--- src/include/mic_params.svh ---
// Constants for the maskable interrupt controller: offsets, fields, resets and timing
// ============================================================================
// Function
// - Pin detect: low level or falling edge
// - Detection sets pin flag; enable gates it
// - Vectoring clears pin flag only if edge
// - Sample each pin once per window
// - Level held five states always detected
// - Timer 0/1 overflow flags, vector clears
// - Timer 2 request ORs two flags, kept
// - Counter array ORs six gated flags
// - Serial request ORs receive/transmit flags
// - Global enable gates every maskable source
// - Enable register layout, resets zero
// - Fixed vector address per source
// - Two-bit level from high/low bits
// - Priority bits 0..6 map sources
// - Pre-empt only by strictly higher level
// - Fixed order within equal level
// - Software may set or clear flags
// - Priority registers at B7/B8, reset zero
`ifndef MIC_PARAMS_SVH
`define MIC_PARAMS_SVH

// ============================================================================
// Register byte addresses
`define MIC_ADDR_ENABLE      8'hA8
`define MIC_ADDR_PRIO_HIGH   8'hB7
`define MIC_ADDR_PRIO_LOW    8'hB8
`define MIC_ADDR_FLAGS       8'hC0
`define MIC_ADDR_CTRL        8'hC1
`define MIC_ADDR_CA_GATE     8'hC2
`define MIC_ADDR_ACTIVE      8'hC3

// ============================================================================
// Reset values
`define MIC_RST_ENABLE       8'h00
`define MIC_RST_PRIO         7'h00

// ============================================================================
// Enable register fields
`define MIC_EN_GLOBAL        7

// Flag register fields (software view)
`define MIC_FL_EXT0          0
`define MIC_FL_TIM0          1
`define MIC_FL_EXT1          2
`define MIC_FL_TIM1          3
`define MIC_FL_RX            4
`define MIC_FL_TX            5
`define MIC_FL_T2OVF         6
`define MIC_FL_T2CAP         7

// Control register fields
`define MIC_CT_EXT0_EDGE     0
`define MIC_CT_EXT1_EDGE     1
`define MIC_CT_CA_OVF        2
`define MIC_CT_CA_OVF_GATE   3

// ============================================================================
// Timing: a state time is two oscillator periods; window is four state times
`define MIC_STATE_NS         16
`define MIC_CLK_NS           8
`define MIC_STATE_CYC        (`MIC_STATE_NS / `MIC_CLK_NS)
`define MIC_WINDOW_STATES    4
`define MIC_WINDOW_CYC       (`MIC_WINDOW_STATES * `MIC_STATE_CYC)

// ============================================================================
// Vector addresses
`define MIC_VEC_EXT0         16'h0003
`define MIC_VEC_TIM0         16'h000B
`define MIC_VEC_EXT1         16'h0013
`define MIC_VEC_TIM1         16'h001B
`define MIC_VEC_SERIAL       16'h0023
`define MIC_VEC_TIM2         16'h002B
`define MIC_VEC_CA           16'h0033

`endif

--- src/include/mic_pkg.sv ---
// Types shared by the maskable interrupt controller
package mic_pkg;

   // ============================================================================
   // Source count and index order (also the within-level order)
   localparam int MIC_NSRC = 7;

   // Hardware event pulses from the peripherals
   typedef struct packed {
      logic       tim0_ovf;     // Timer 0 overflow
      logic       tim0_mode3;   // Timer 0 in mode 3
      logic       tim1_ovf;     // Timer 1 overflow
      logic       tim2_ovf;     // Timer 2 overflow
      logic       tim2_cap;     // Timer 2 capture
      logic       rx_done;      // Serial receive done
      logic       tx_done;      // Serial transmit done
      logic       ca_ovf;       // Counter array overflow
      logic [4:0] ca_module;    // Counter array module events
   } mic_events_s;

   // Vector request toward the core
   typedef struct packed {
      logic        valid;       // Request pending
      logic [2:0]  source;      // Granted source index
      logic [1:0]  level;       // Its priority level
      logic [15:0] vector;      // Service routine address
   } mic_grant_s;

   // Controller sequencing
   typedef enum logic [1:0] {
      MIC_POLL,
      MIC_REQUEST
   } mic_state_e;

endpackage

--- src/hw/mic_controller.sv ---
// Maskable interrupt controller: pin detection, flags, enables, priority and vectoring
`timescale 1ns/1ps
`default_nettype none
`include "mic_params.svh"

module mic_controller (
   input  wire logic                clk_in,          // Core clock
   input  wire logic                rst_n_in,        // Async reset, active low
   input  wire logic                ext_req_pin_zero_n_in, // External request pin 0
   input  wire logic                ext_req_pin_one_n_in,  // External request pin 1
   input  wire mic_pkg::mic_events_s events_in,      // Peripheral event pulses
   input  wire logic [7:0]          addr_in,         // Register address
   input  wire logic [7:0]          wdata_in,        // Write data
   input  wire logic                wr_in,           // Write strobe
   input  wire logic                rd_in,           // Read strobe
   output logic [7:0]               rdata_out,       // Read data, cycle after strobe
   input  wire logic                ack_in,          // Core takes the grant
   input  wire logic                reti_in,         // Core returns from a routine
   output mic_pkg::mic_grant_s      grant_out,       // Vector request
   output logic [4:0]               ca_module_flags_out // Counter array module flags
);
   import mic_pkg::*;

   // ============================================================================
   // Declarations
   logic [1:0]  sync_zero;                // Pin 0 synchroniser
   logic [1:0]  sync_one;                 // Pin 1 synchroniser
   logic [3:0]  win_cnt;                  // Sample window counter
   logic        win_tick;                 // One sample per window
   logic        samp_zero;                // Last sample, pin 0 (1 = high)
   logic        samp_one;                 // Last sample, pin 1
   logic [7:0]  irq_enable_reg;           // Enable register
   logic [6:0]  priority_high_reg;        // Level MSBs
   logic [6:0]  priority_low_reg;         // Level LSBs
   logic        ext_zero_edge_select;     // Pin 0 trigger select
   logic        ext_one_edge_select;      // Pin 1 trigger select
   logic        counter_overflow_irq_gate;// Counter array overflow gate
   logic [4:0]  module_event_irq_gate;    // Counter array module gates
   logic        ext_zero_req_flag;        // Pin 0 request flag
   logic        ext_one_req_flag;         // Pin 1 request flag
   logic        timer_zero_overflow_flag; // Timer 0 flag
   logic        timer_one_overflow_flag;  // Timer 1 flag
   logic        timer_two_overflow_flag;  // Timer 2 overflow flag
   logic        timer_two_capture_flag;   // Timer 2 capture flag
   logic        receive_done_flag;        // Serial receive flag
   logic        transmit_done_flag;       // Serial transmit flag
   logic        counter_array_overflow_flag; // Counter array overflow flag
   logic [4:0]  module_event_flag;        // Counter array module flags
   logic [3:0]  active_levels;            // Levels in service, one bit each
   logic [6:0]  src_req;                  // Raw request per source
   logic [6:0]  src_en;                   // Enabled request per source
   logic [6:0]  latched_req;              // Requests sampled this window
   mic_state_e  state;                    // Poll or request
   logic        hit;                      // Some source wins
   logic [2:0]  win_src;                  // Winning source
   logic [1:0]  win_lvl;                  // Winning level
   logic [2:0]  cur_lvl;                  // Active level plus one, 0 = none
   logic        det_zero;                 // Pin 0 activity this window
   logic        det_one;                  // Pin 1 activity this window
   logic        ack_go;                   // Grant acknowledged this cycle
   logic [2:0]  ack_src;                  // Source being acknowledged
   logic        wr_flags;                 // Software writes flags
   logic        wr_ctrl;                  // Software writes control

   // Vector table in source order
   function automatic logic [15:0] vec_of(input logic [2:0] s);
      unique case (s)
         3'h0: vec_of = `MIC_VEC_EXT0;
         3'h1: vec_of = `MIC_VEC_TIM0;
         3'h2: vec_of = `MIC_VEC_EXT1;
         3'h3: vec_of = `MIC_VEC_TIM1;
         3'h4: vec_of = `MIC_VEC_SERIAL;
         3'h5: vec_of = `MIC_VEC_TIM2;
         default: vec_of = `MIC_VEC_CA;
      endcase
   endfunction

   // ============================================================================
   // Pin synchronisers; first stage feeds only the second
   // Idle level on reset: no false request
   always_ff @(posedge clk_in or negedge rst_n_in) begin
      if (!rst_n_in) begin
         sync_zero <= 2'h3;
         sync_one  <= 2'h3;
      end else begin
         sync_zero <= {sync_zero[0], ext_req_pin_zero_n_in};
         sync_one  <= {sync_one[0], ext_req_pin_one_n_in};
      end
   end

   // ============================================================================
   // Sample window: pins are looked at once every four state times
   always_ff @(posedge clk_in or negedge rst_n_in) begin
      if (!rst_n_in) begin
         win_cnt <= 4'h0;
      end else if (win_cnt == 4'(`MIC_WINDOW_CYC - 1)) begin
         win_cnt <= 4'h0;
      end else begin
         win_cnt <= win_cnt + 4'h1;
      end
   end
   assign win_tick = (win_cnt == 4'(`MIC_WINDOW_CYC - 1));

   // Samples held between windows; reset high so no false edge
   always_ff @(posedge clk_in or negedge rst_n_in) begin
      if (!rst_n_in) begin
         samp_zero <= 1'h1;
         samp_one  <= 1'h1;
      end else if (win_tick) begin
         samp_zero <= sync_zero[1];
         samp_one  <= sync_one[1];
      end
   end

   // Low level, or high-then-low across two samples. A pin held five
   // state times always spans one sample point, so it is never missed.
   // Edge mode needs a high sample first
   assign det_zero = win_tick && !sync_zero[1] &&
                     (!ext_zero_edge_select || samp_zero);
   assign det_one  = win_tick && !sync_one[1] &&
                     (!ext_one_edge_select || samp_one);

   // ============================================================================
   // Bus decode helpers
   assign wr_flags = wr_in && (addr_in == `MIC_ADDR_FLAGS);
   assign wr_ctrl  = wr_in && (addr_in == `MIC_ADDR_CTRL);
   assign ack_go   = ack_in && grant_out.valid;
   assign ack_src  = grant_out.source;

   // ============================================================================
   // Configuration registers
   always_ff @(posedge clk_in or negedge rst_n_in) begin
      if (!rst_n_in) begin
         irq_enable_reg            <= `MIC_RST_ENABLE;
         priority_high_reg         <= `MIC_RST_PRIO;
         priority_low_reg          <= `MIC_RST_PRIO;
         ext_zero_edge_select      <= 1'h0;
         ext_one_edge_select       <= 1'h0;
         counter_overflow_irq_gate <= 1'h0;
         module_event_irq_gate     <= 5'h00;
      end else if (wr_in) begin
         unique case (addr_in)
            `MIC_ADDR_ENABLE:    irq_enable_reg    <= wdata_in;
            `MIC_ADDR_PRIO_HIGH: priority_high_reg <= wdata_in[6:0];
            `MIC_ADDR_PRIO_LOW:  priority_low_reg  <= wdata_in[6:0];
            `MIC_ADDR_CTRL: begin
               ext_zero_edge_select      <= wdata_in[`MIC_CT_EXT0_EDGE];
               ext_one_edge_select       <= wdata_in[`MIC_CT_EXT1_EDGE];
               counter_overflow_irq_gate <= wdata_in[`MIC_CT_CA_OVF_GATE];
            end
            `MIC_ADDR_CA_GATE:   module_event_irq_gate <= wdata_in[4:0];
            default: ;                                         // Unmapped: ignored
         endcase
      end
   end

   // ============================================================================
   // Request flags: hardware set wins over software or vector clear
   always_ff @(posedge clk_in or negedge rst_n_in) begin
      if (!rst_n_in) begin
         ext_zero_req_flag        <= 1'h0;
         ext_one_req_flag         <= 1'h0;
         timer_zero_overflow_flag <= 1'h0;
         timer_one_overflow_flag  <= 1'h0;
         timer_two_overflow_flag  <= 1'h0;
         timer_two_capture_flag   <= 1'h0;
         receive_done_flag        <= 1'h0;
         transmit_done_flag       <= 1'h0;
      end else begin
         // Software write of the flag register sets or clears
         if (wr_flags) begin
            ext_zero_req_flag        <= wdata_in[`MIC_FL_EXT0];
            ext_one_req_flag         <= wdata_in[`MIC_FL_EXT1];
            timer_zero_overflow_flag <= wdata_in[`MIC_FL_TIM0];
            timer_one_overflow_flag  <= wdata_in[`MIC_FL_TIM1];
            timer_two_overflow_flag  <= wdata_in[`MIC_FL_T2OVF];
            timer_two_capture_flag   <= wdata_in[`MIC_FL_T2CAP];
            receive_done_flag        <= wdata_in[`MIC_FL_RX];
            transmit_done_flag       <= wdata_in[`MIC_FL_TX];
         end
         // Vector clear: edge pins and timers 0/1 only
         if (ack_go) begin
            if (ack_src == 3'h0 && ext_zero_edge_select) ext_zero_req_flag <= 1'h0;
            if (ack_src == 3'h2 && ext_one_edge_select)  ext_one_req_flag  <= 1'h0;
            if (ack_src == 3'h1) timer_zero_overflow_flag <= 1'h0;
            if (ack_src == 3'h3) timer_one_overflow_flag  <= 1'h0;
         end
         // Hardware sets last so they win; vectoring never clears 2/serial
         if (det_zero) ext_zero_req_flag <= 1'h1;
         if (det_one)  ext_one_req_flag  <= 1'h1;
         if (events_in.tim0_ovf && !events_in.tim0_mode3) timer_zero_overflow_flag <= 1'h1;
         if (events_in.tim1_ovf) timer_one_overflow_flag <= 1'h1;
         if (events_in.tim2_ovf) timer_two_overflow_flag <= 1'h1;
         if (events_in.tim2_cap) timer_two_capture_flag  <= 1'h1;
         if (events_in.rx_done)  receive_done_flag       <= 1'h1;
         if (events_in.tx_done)  transmit_done_flag      <= 1'h1;
      end
   end

   // Counter array flags, never cleared by vectoring
   always_ff @(posedge clk_in or negedge rst_n_in) begin
      if (!rst_n_in) begin
         counter_array_overflow_flag <= 1'h0;
         module_event_flag           <= 5'h00;
      end else begin
         if (wr_ctrl) counter_array_overflow_flag <= wdata_in[`MIC_CT_CA_OVF];
         if (events_in.ca_ovf) counter_array_overflow_flag <= 1'h1;
         // A write and an event together keep the event
         module_event_flag <= (wr_in && addr_in == `MIC_ADDR_ACTIVE ? wdata_in[4:0]
                              : module_event_flag) | events_in.ca_module;
      end
   end

   // ============================================================================
   // Raw requests in within-level order, then enables
   assign src_req[0] = ext_zero_req_flag;
   assign src_req[1] = timer_zero_overflow_flag;
   assign src_req[2] = ext_one_req_flag;
   assign src_req[3] = timer_one_overflow_flag;
   assign src_req[4] = receive_done_flag | transmit_done_flag;
   assign src_req[5] = timer_two_overflow_flag | timer_two_capture_flag;
   assign src_req[6] = (counter_array_overflow_flag & counter_overflow_irq_gate) |
                       (|(module_event_flag & module_event_irq_gate));
   // Global bit gates all; bit order 0..6 matches sources
   assign src_en = src_req & irq_enable_reg[6:0] &
                   {7{irq_enable_reg[`MIC_EN_GLOBAL]}};

   // Requests are polled once per window, then resolved
   // Enables apply before the sample
   always_ff @(posedge clk_in or negedge rst_n_in) begin
      if (!rst_n_in) begin
         latched_req <= 7'h00;
      end else if (win_tick) begin
         latched_req <= src_en;
      end
   end

   // ============================================================================
   // Resolver: highest level first, lowest index within a level
   always_comb begin
      hit     = 1'b0;
      win_src = 3'h0;
      win_lvl = 2'h0;
      for (int i = MIC_NSRC - 1; i >= 0; i--) begin
         // Still pending too: a flag cleared
         // since the sample must not win again
         if (latched_req[i] && src_en[i] &&
             (!hit || {priority_high_reg[i], priority_low_reg[i]} >= win_lvl)) begin
            hit     = 1'b1;
            win_src = 3'(i);
            win_lvl = {priority_high_reg[i], priority_low_reg[i]};
         end
      end
   end

   // Current in-service level plus one; zero means idle
   always_comb begin
      cur_lvl = 3'h0;
      for (int l = 0; l < 4; l++) begin
         if (active_levels[l]) cur_lvl = 3'(l + 1);
      end
   end

   // ============================================================================
   // Grant sequencing: one vector request per grant
   // Grant stands until the core takes it
   always_ff @(posedge clk_in or negedge rst_n_in) begin
      if (!rst_n_in) begin
         state     <= MIC_POLL;
         grant_out <= '0;
      end else begin
         unique case (state)
            MIC_POLL: begin
               // Strictly higher level only; level 3 blocks all
               if (win_tick && hit && ({1'b0, win_lvl} >= cur_lvl) &&
                   !active_levels[win_lvl]) begin
                  state            <= MIC_REQUEST;
                  grant_out.valid  <= 1'b1;
                  grant_out.source <= win_src;
                  grant_out.level  <= win_lvl;
                  grant_out.vector <= vec_of(win_src);
               end
            end
            MIC_REQUEST: begin
               if (ack_in) begin
                  state           <= MIC_POLL;
                  grant_out.valid <= 1'b0;
               end
            end
         endcase
      end
   end

   // Active levels: set on acknowledge, highest released on return
   // A return in an acknowledge cycle is lost
   always_ff @(posedge clk_in or negedge rst_n_in) begin
      if (!rst_n_in) begin
         active_levels <= 4'h0;
      end else if (ack_go) begin
         active_levels[grant_out.level] <= 1'b1;
      end else if (reti_in && cur_lvl != 3'h0) begin
         active_levels[2'(cur_lvl - 3'h1)] <= 1'b0;
      end
   end

   // ============================================================================
   // Read port, data in the cycle after the strobe
   always_ff @(posedge clk_in or negedge rst_n_in) begin
      if (!rst_n_in) begin
         rdata_out <= 8'h00;
      end else if (rd_in) begin
         unique case (addr_in)
            `MIC_ADDR_ENABLE:    rdata_out <= irq_enable_reg;
            `MIC_ADDR_PRIO_HIGH: rdata_out <= {1'b0, priority_high_reg};
            `MIC_ADDR_PRIO_LOW:  rdata_out <= {1'b0, priority_low_reg};
            `MIC_ADDR_FLAGS:     rdata_out <= {timer_two_capture_flag, timer_two_overflow_flag,
                                               transmit_done_flag, receive_done_flag,
                                               timer_one_overflow_flag, ext_one_req_flag,
                                               timer_zero_overflow_flag, ext_zero_req_flag};
            `MIC_ADDR_CTRL:      rdata_out <= {4'h0, counter_overflow_irq_gate,
                                               counter_array_overflow_flag,
                                               ext_one_edge_select, ext_zero_edge_select};
            `MIC_ADDR_CA_GATE:   rdata_out <= {3'h0, module_event_irq_gate};
            `MIC_ADDR_ACTIVE:    rdata_out <= {active_levels, 4'h0} | {3'h0, module_event_flag};
            default:             rdata_out <= 8'h00;           // Unmapped reads zero
         endcase
      end
   end

   // Module flags shown to the counter array
   always_ff @(posedge clk_in or negedge rst_n_in) begin
      if (!rst_n_in) begin
         ca_module_flags_out <= 5'h00;
      end else begin
         ca_module_flags_out <= module_event_flag;
      end
   end

endmodule
`default_nettype wire

--- config.mk ---
export PLATFORM = sky130hd
export DESIGN_NAME = mic_controller
export DESIGN_NICKNAME = d
export VERILOG_FILES = /design/src/include/mic_pkg.sv /design/src/hw/mic_controller.sv
export VERILOG_INCLUDE_DIRS = /design/src /design/src/include
export SDC_FILE = /design/constraint.sdc
export NUM_CORES = 1
export LEC_CHECK = 0
export BUFFER_PORTS_ARGS = -buffer_cell sky130_fd_sc_hd__buf_2
export CAP_MARGIN = 10
export CELL_PAD_IN_SITES_DETAIL_PLACEMENT = 1
export CELL_PAD_IN_SITES_GLOBAL_PLACEMENT = 1
export CORE_ASPECT_RATIO = 1.75
export CORE_MARGIN = 5
export CORE_UTILIZATION = 30
export DETAILED_ROUTE_END_ITERATION = 8
export PLACE_DENSITY = 0.67
export SYNTH_ARGS = -nofsm -noshare
export SYNTH_HDL_FRONTEND = slang
export SYNTH_SLANG_ARGS = --single-unit
--- constraint.sdc ---
create_clock -name clk_in -period 11.5 [get_ports clk_in]
set_clock_uncertainty 0.1 [all_clocks]
set_input_delay 2.3 -clock clk_in [delete_from_list [all_inputs] [get_ports clk_in]]
set_output_delay 2.3 -clock clk_in [all_outputs]
set_load 0.02 [all_outputs]
==> tab_implementation.tex <==
\begin{tabular}{lr}
\hline
Metric & Value \\
\hline
\multicolumn{2}{l}{\textbf{Floorplanning}} \\
\quad Io pins & 72 \\
\quad Number of core rows & 62 \\
\quad Overall die area & around 19000 um\^{}2 \\
\quad Die width & 107 um \\
\quad Core area & approximately 16000 um\^{}2 \\
\quad Initial standard-cell utilization of the core & 30.2\% \\
\quad Vertical die dimension & 179 um \\
\multicolumn{2}{l}{\textbf{Timing}} \\
\quad Relative max-transition margin & a little over a fifth \\
\quad Final Cycle Share & around nine tenths \\
\quad Final Max Tran Viols & 0 \\
\quad Count of endpoints failing setup in the final report & 0 \\
\quad Maximum frequency from static timing analysis & between 90 and 100 MHz \\
\quad Minimum clock period after layout & $\sim$11 ns \\
\quad Hold violation total from the final report & 0 \\
\quad Final worst hold slack & 0.255 ns \\
\quad RSZ-0062 raised after global routing & false \\
\quad Final sum of negative setup slack & 0 ns \\
\quad Worst Max-Slew Pin Slew & 1.14 ns \\
\multicolumn{2}{l}{\textbf{Clock network}} \\
\quad Insertion delay of the later-clocked pin in the worst-skew pair & 0.34 ns \\
\quad Clock input transition at the sequential cells of the worst setup and hold paths & 0.07 ns \\
\quad TritonCTS Buffers & 9 \\
\quad Post-CTS setup buffer count & 0 \\
\quad Library cell used as clock root buffer & sky130\_fd\_sc\_hd\_\_clkbuf\_16 \\
\quad CTS tree & yes \\
\quad Maximum level of the CTS H-tree & 3 \\
\quad Post-CTS Hold Buffers & 0 \\
\quad Clock Sinks & 89 \\
\quad Post\_cts resized & 0 \\
\quad Clock Tree Buf Depth & 2 \\
\multicolumn{2}{l}{\textbf{Pwr}} \\
\quad Switching share of power & $\sim$25\% \\
\quad Internal power component & about 510 uW \\
\quad Power density over the cells & between 100 and 150 nW/um\^{}2 \\
\quad Worst-case vdd ir drop & 0.0755 mV \\
\quad Comb pwr share & 7.3\% \\
\quad Leakage component of the power & 2.48 nW \\
\quad Part of the power in registers & 49.1\% \\
\quad Part of the power in the clock network & 43.6\% \\
\quad Net load switching power & 166 uW \\
\multicolumn{2}{l}{\textbf{Hold path}} \\
\quad Class of the tightest hold or removal check & reg2reg \\
\multicolumn{2}{l}{\textbf{Synthesis}} \\
\quad Number of enable flip-flop cells after synthesis & 0 \\
\quad Synthesized area & 4920 um\^{}2 \\
\quad Predominant post-synthesis flop cell & sky130\_fd\_sc\_hd\_\_dfrtp\_1 \\
\quad Mapped Avg Cell Area & 10.6 um\^{}2 \\
\quad Portion of the post-synthesis area used by sequential elements & a little under half \\
\quad Share of async-settable or async-resettable flops after synthesis & 100\% \\
\quad Yosys warns & 0 \\
\quad Count of state elements after synthesis & 89 \\
\quad Post-synthesis cell type count & 78 \\
\quad Mapped Cells & 466 \\
\multicolumn{2}{l}{\textbf{Detailed routing}} \\
\quad Wirelength, routed & 14300 um \\
\quad Number of vias per cell after detailed routing & around 5.4 \\
\quad Residual DRC count & 0 \\
\quad Detailed router's first-iteration violation count & 158 \\
\quad Detailed-router iteration count before antenna repair & 5 \\
\quad Remaining antenna violation count & 0 \\
\quad Count of vias placed by the detailed router & roughly 4000 \\
\quad Wire per inst & 19.7 um \\
\multicolumn{2}{l}{\textbf{Critical path}} \\
\quad Source of the worst register-to-register timing path & module\_event\_flag[2]\$\_DFF\_PN0\_ \\
\quad Terminus of the critical flop-to-flop path & grant\_out[5]\$\_DFFE\_PN0P\_ \\
\quad Timing startpoint of the critical path & module\_event\_flag[2]\$\_DFF\_PN0\_ \\
\quad Critical path capture point type & flip-flop \\
\quad Delay of the slowest critical-path stage & 0.67 ns \\
\quad Crit Path Max Fanout & 11 \\
\quad Category of the worst setup path launch point & flip-flop \\
\quad Required arrival time at the worst endpoint & 11.62 ns \\
\quad Cell repeated most along the worst path & sky130\_fd\_sc\_hd\_\_ha\_1 \\
\quad Slack of the worst reg-to-reg path & 0.96 ns \\
\quad Worst Reg-to-Reg Cells & 43 \\
\quad Critical path data arrival time & between 10 and 15 ns \\
\quad Worst setup path category & reg2reg \\
\quad Critical-path top delay cell & sky130\_fd\_sc\_hd\_\_a2111oi\_0 \\
\quad Capturing element of the worst setup path & grant\_out[5]\$\_DFFE\_PN0P\_ \\
\multicolumn{2}{l}{\textbf{Final layout}} \\
\quad Number of antenna diodes & 0 \\
\quad Post-route cell area & 5690 um\^{}2 \\
\quad Most common cell after layout, fill and taps aside & sky130\_fd\_sc\_hd\_\_dfrtp\_1 \\
\quad Most frequent cells in the layout & sky130\_fd\_sc\_hd\_\_dfrtp\_1, sky130\_fd\_sc\_hd\_\_buf\_2, sky130\_fd\_sc\_hd\_\_nand2\_1, sky130\_fd\_sc\_hd\_\_inv\_1, sky130\_fd\_sc\_hd\_\_o21ai\_0 \\
\quad Synthesis-to-finish area growth & 15.6\% \\
\quad Final \#Nets & between 500 and 600 \\
\quad Fraction of final layout cells with drive strength greater than 1 & 25.9\% \\
\quad Post-route insts no fill & slightly above 700 \\
\multicolumn{2}{l}{\textbf{Place}} \\
\quad DP Area & approximately 5400 um\^{}2 \\
\quad Final weighted congestion of routability-driven global placement & 0.805 \\
\quad Port buffer count & 60 \\
\quad Number of cells after detailed placement & between 700 and 800 \\
\quad Post-detail-place hpwl & 11300 um \\
\multicolumn{2}{l}{\textbf{Global routing}} \\
\quad First-pass GRT wire length & 23600 um \\
\quad Total overflow reported by the global router & 0 \\
\quad Largest net degree at the start of global routing & 71 \\
\quad All-Layer GR Usage & 15.9\% \\
\quad Vias in the first global route & about 4300 \\
\quad Number of antenna violations at the first check in global routing & 0 \\
\multicolumn{2}{l}{\textbf{Flow run}} \\
\quad Max-cap violation count & 0 \\
\multicolumn{2}{l}{\textbf{Run status}} \\
\quad Run status & finished clean \\
\hline
\end{tabular}
==> per-layer routing <==
| metal | GRT usage [%] | up-vias | part of all wire (%) | wire (um) |
|---|---|---|---|---|
| met5 | 0 | - | 0 | 0 |
| li1 | - | 1833 | - | - |
| met1 | 17.5 | 1952 | 37 | 5300 |
| met3 | 2.72 | 22 | 4.5 | 650 |
| met4 | 6.19 | 0 | 2.6 | 369 |
| met2 | 29.9 | 98 | 56 | 7970 |
==> synth_stat cells, types with 3 or more instances <==
master / instances / area, um^2
sky130_fd_sc_hd__mux2i_1: 4 / 40.0
sky130_fd_sc_hd__a21boi_0: 7 / 52.6
sky130_fd_sc_hd__nor4_1: 3 / 18.8
sky130_fd_sc_hd__a21o_1: 3 / 22.5
sky130_fd_sc_hd__clkbuf_1: 9 / 33.8
sky130_fd_sc_hd__dfrtp_1: 83 / 2080
sky130_fd_sc_hd__nand4b_1: 3 / 26.3
sky130_fd_sc_hd__mux2_1: 6 / 67.6
sky130_fd_sc_hd__mux2_2: 17 / 191
sky130_fd_sc_hd__o21ai_0: 31 / 155
sky130_fd_sc_hd__a211o_1: 12 / 105
sky130_fd_sc_hd__inv_1: 32 / 120
sky130_fd_sc_hd__a211oi_1: 3 / 22.5
sky130_fd_sc_hd__nand2b_1: 9 / 56.3
sky130_fd_sc_hd__or2_2: 3 / 18.8
sky130_fd_sc_hd__a22oi_4: 3 / 63.8
sky130_fd_sc_hd__nand4_1: 4 / 25.0
sky130_fd_sc_hd__nand3_1: 14 / 70.1
sky130_fd_sc_hd__nand3b_1: 4 / 30.0
sky130_fd_sc_hd__ha_1: 13 / 163
sky130_fd_sc_hd__nor2_1: 25 / 93.8
sky130_fd_sc_hd__a22o_1: 5 / 43.8
sky130_fd_sc_hd__buf_6: 3 / 33.8
sky130_fd_sc_hd__a222oi_1: 5 / 50.1
sky130_fd_sc_hd__a21oi_1: 16 / 80.1
sky130_fd_sc_hd__o211ai_1: 8 / 60.1
sky130_fd_sc_hd__nor2b_1: 3 / 18.8
sky130_fd_sc_hd__o22ai_1: 10 / 62.6
sky130_fd_sc_hd__dfstp_2: 6 / 158
sky130_fd_sc_hd__nand2_1: 44 / 165
sky130_fd_sc_hd__mux4_2: 3 / 67.6
sky130_fd_sc_hd__a2111oi_0: 4 / 35.0
sky130_fd_sc_hd__buf_4: 12 / 90.1
==> worst min path at each step <==
stage                           startpoint                      to  slack, ns  cells past startpoint
floorplan            sync_one[0]$_DFF_PN1_   sync_one[1]$_DFF_PN1_       0.25                      0
global placement     sync_one[0]$_DFF_PN1_   sync_one[1]$_DFF_PN1_       0.25                      0
detailed placement  sync_zero[0]$_DFF_PN1_  sync_zero[1]$_DFF_PN1_       0.25                      0
CTS                 sync_zero[0]$_DFF_PN1_  sync_zero[1]$_DFF_PN1_       0.26                      0
global route        sync_zero[0]$_DFF_PN1_  sync_zero[1]$_DFF_PN1_       0.26                      0
finish              sync_zero[0]$_DFF_PN1_  sync_zero[1]$_DFF_PN1_       0.26                      0
==> final cells by class <==
cell class | instances | area, um^2
inverters | 32 | 120
flip-flops and latches | 89 | 2230
fillers | 1873 | 10600
clock inverters | 6 | 67.6
well taps | 192 | 240
repair buffers | 67 | 353
multi-input cells | 329 | 2440
clock buffers | 10 | 229
==> worst max-delay path: cells and delay by family (launching register included) <==
family                   cells  cell delay [ns]
adder cells (fa/ha/maj)      7             1.91
multiplexers                 1             0.36
AO/OA/AOI/OAI               22             5.47
AND/OR/NAND/NOR             11             1.98
flip-flops                   1             0.44
buffers and inverters        2             0.13
==> cell families (layout without fill, tap and decap cells) <==
kind of cell / after synthesis / in the layout / share of synthesized area, %
XOR/XNOR: 1 / 1 / 0.178
AO/OA/AOI/OAI: 143 / 143 / 22.9
other: 1 / 11 / 0.0762
flip-flops: 89 / 89 / 45.4
AND/OR/NAND/NOR: 129 / 129 / 13.9
buffers and inverters: 58 / 115 / 5.80
multiplexers: 32 / 32 / 8.45
adder cells (fa/ha/maj): 13 / 13 / 3.31
==> through the flow <==
stage          total power, mW  setup slack, ns  utilization, %
2_1_floorplan            0.364             2.40               -
3_3_place_gp             0.385             1.50            33.1
3_5_place_dp             0.387             1.05            33.1
4_1_cts                  0.683            0.986            34.9
5_1_grt                  0.702            0.129            34.9
6_report                 0.675            0.963            34.9
==> power by group through the flow <==
stage | Combinational [mW] | Sequential (mW) | Clock (mW)
global placement | 0.0476 | 0.337 | 0
CTS | 0.0499 | 0.332 | 0.301
global route | 0.0552 | 0.332 | 0.314
finish | 0.0490 | 0.332 | 0.295
detailed placement | 0.0498 | 0.337 | 0
floorplan | 0.0305 | 0.334 | 0
Note: power is estimated with default switching activity, not from simulation.
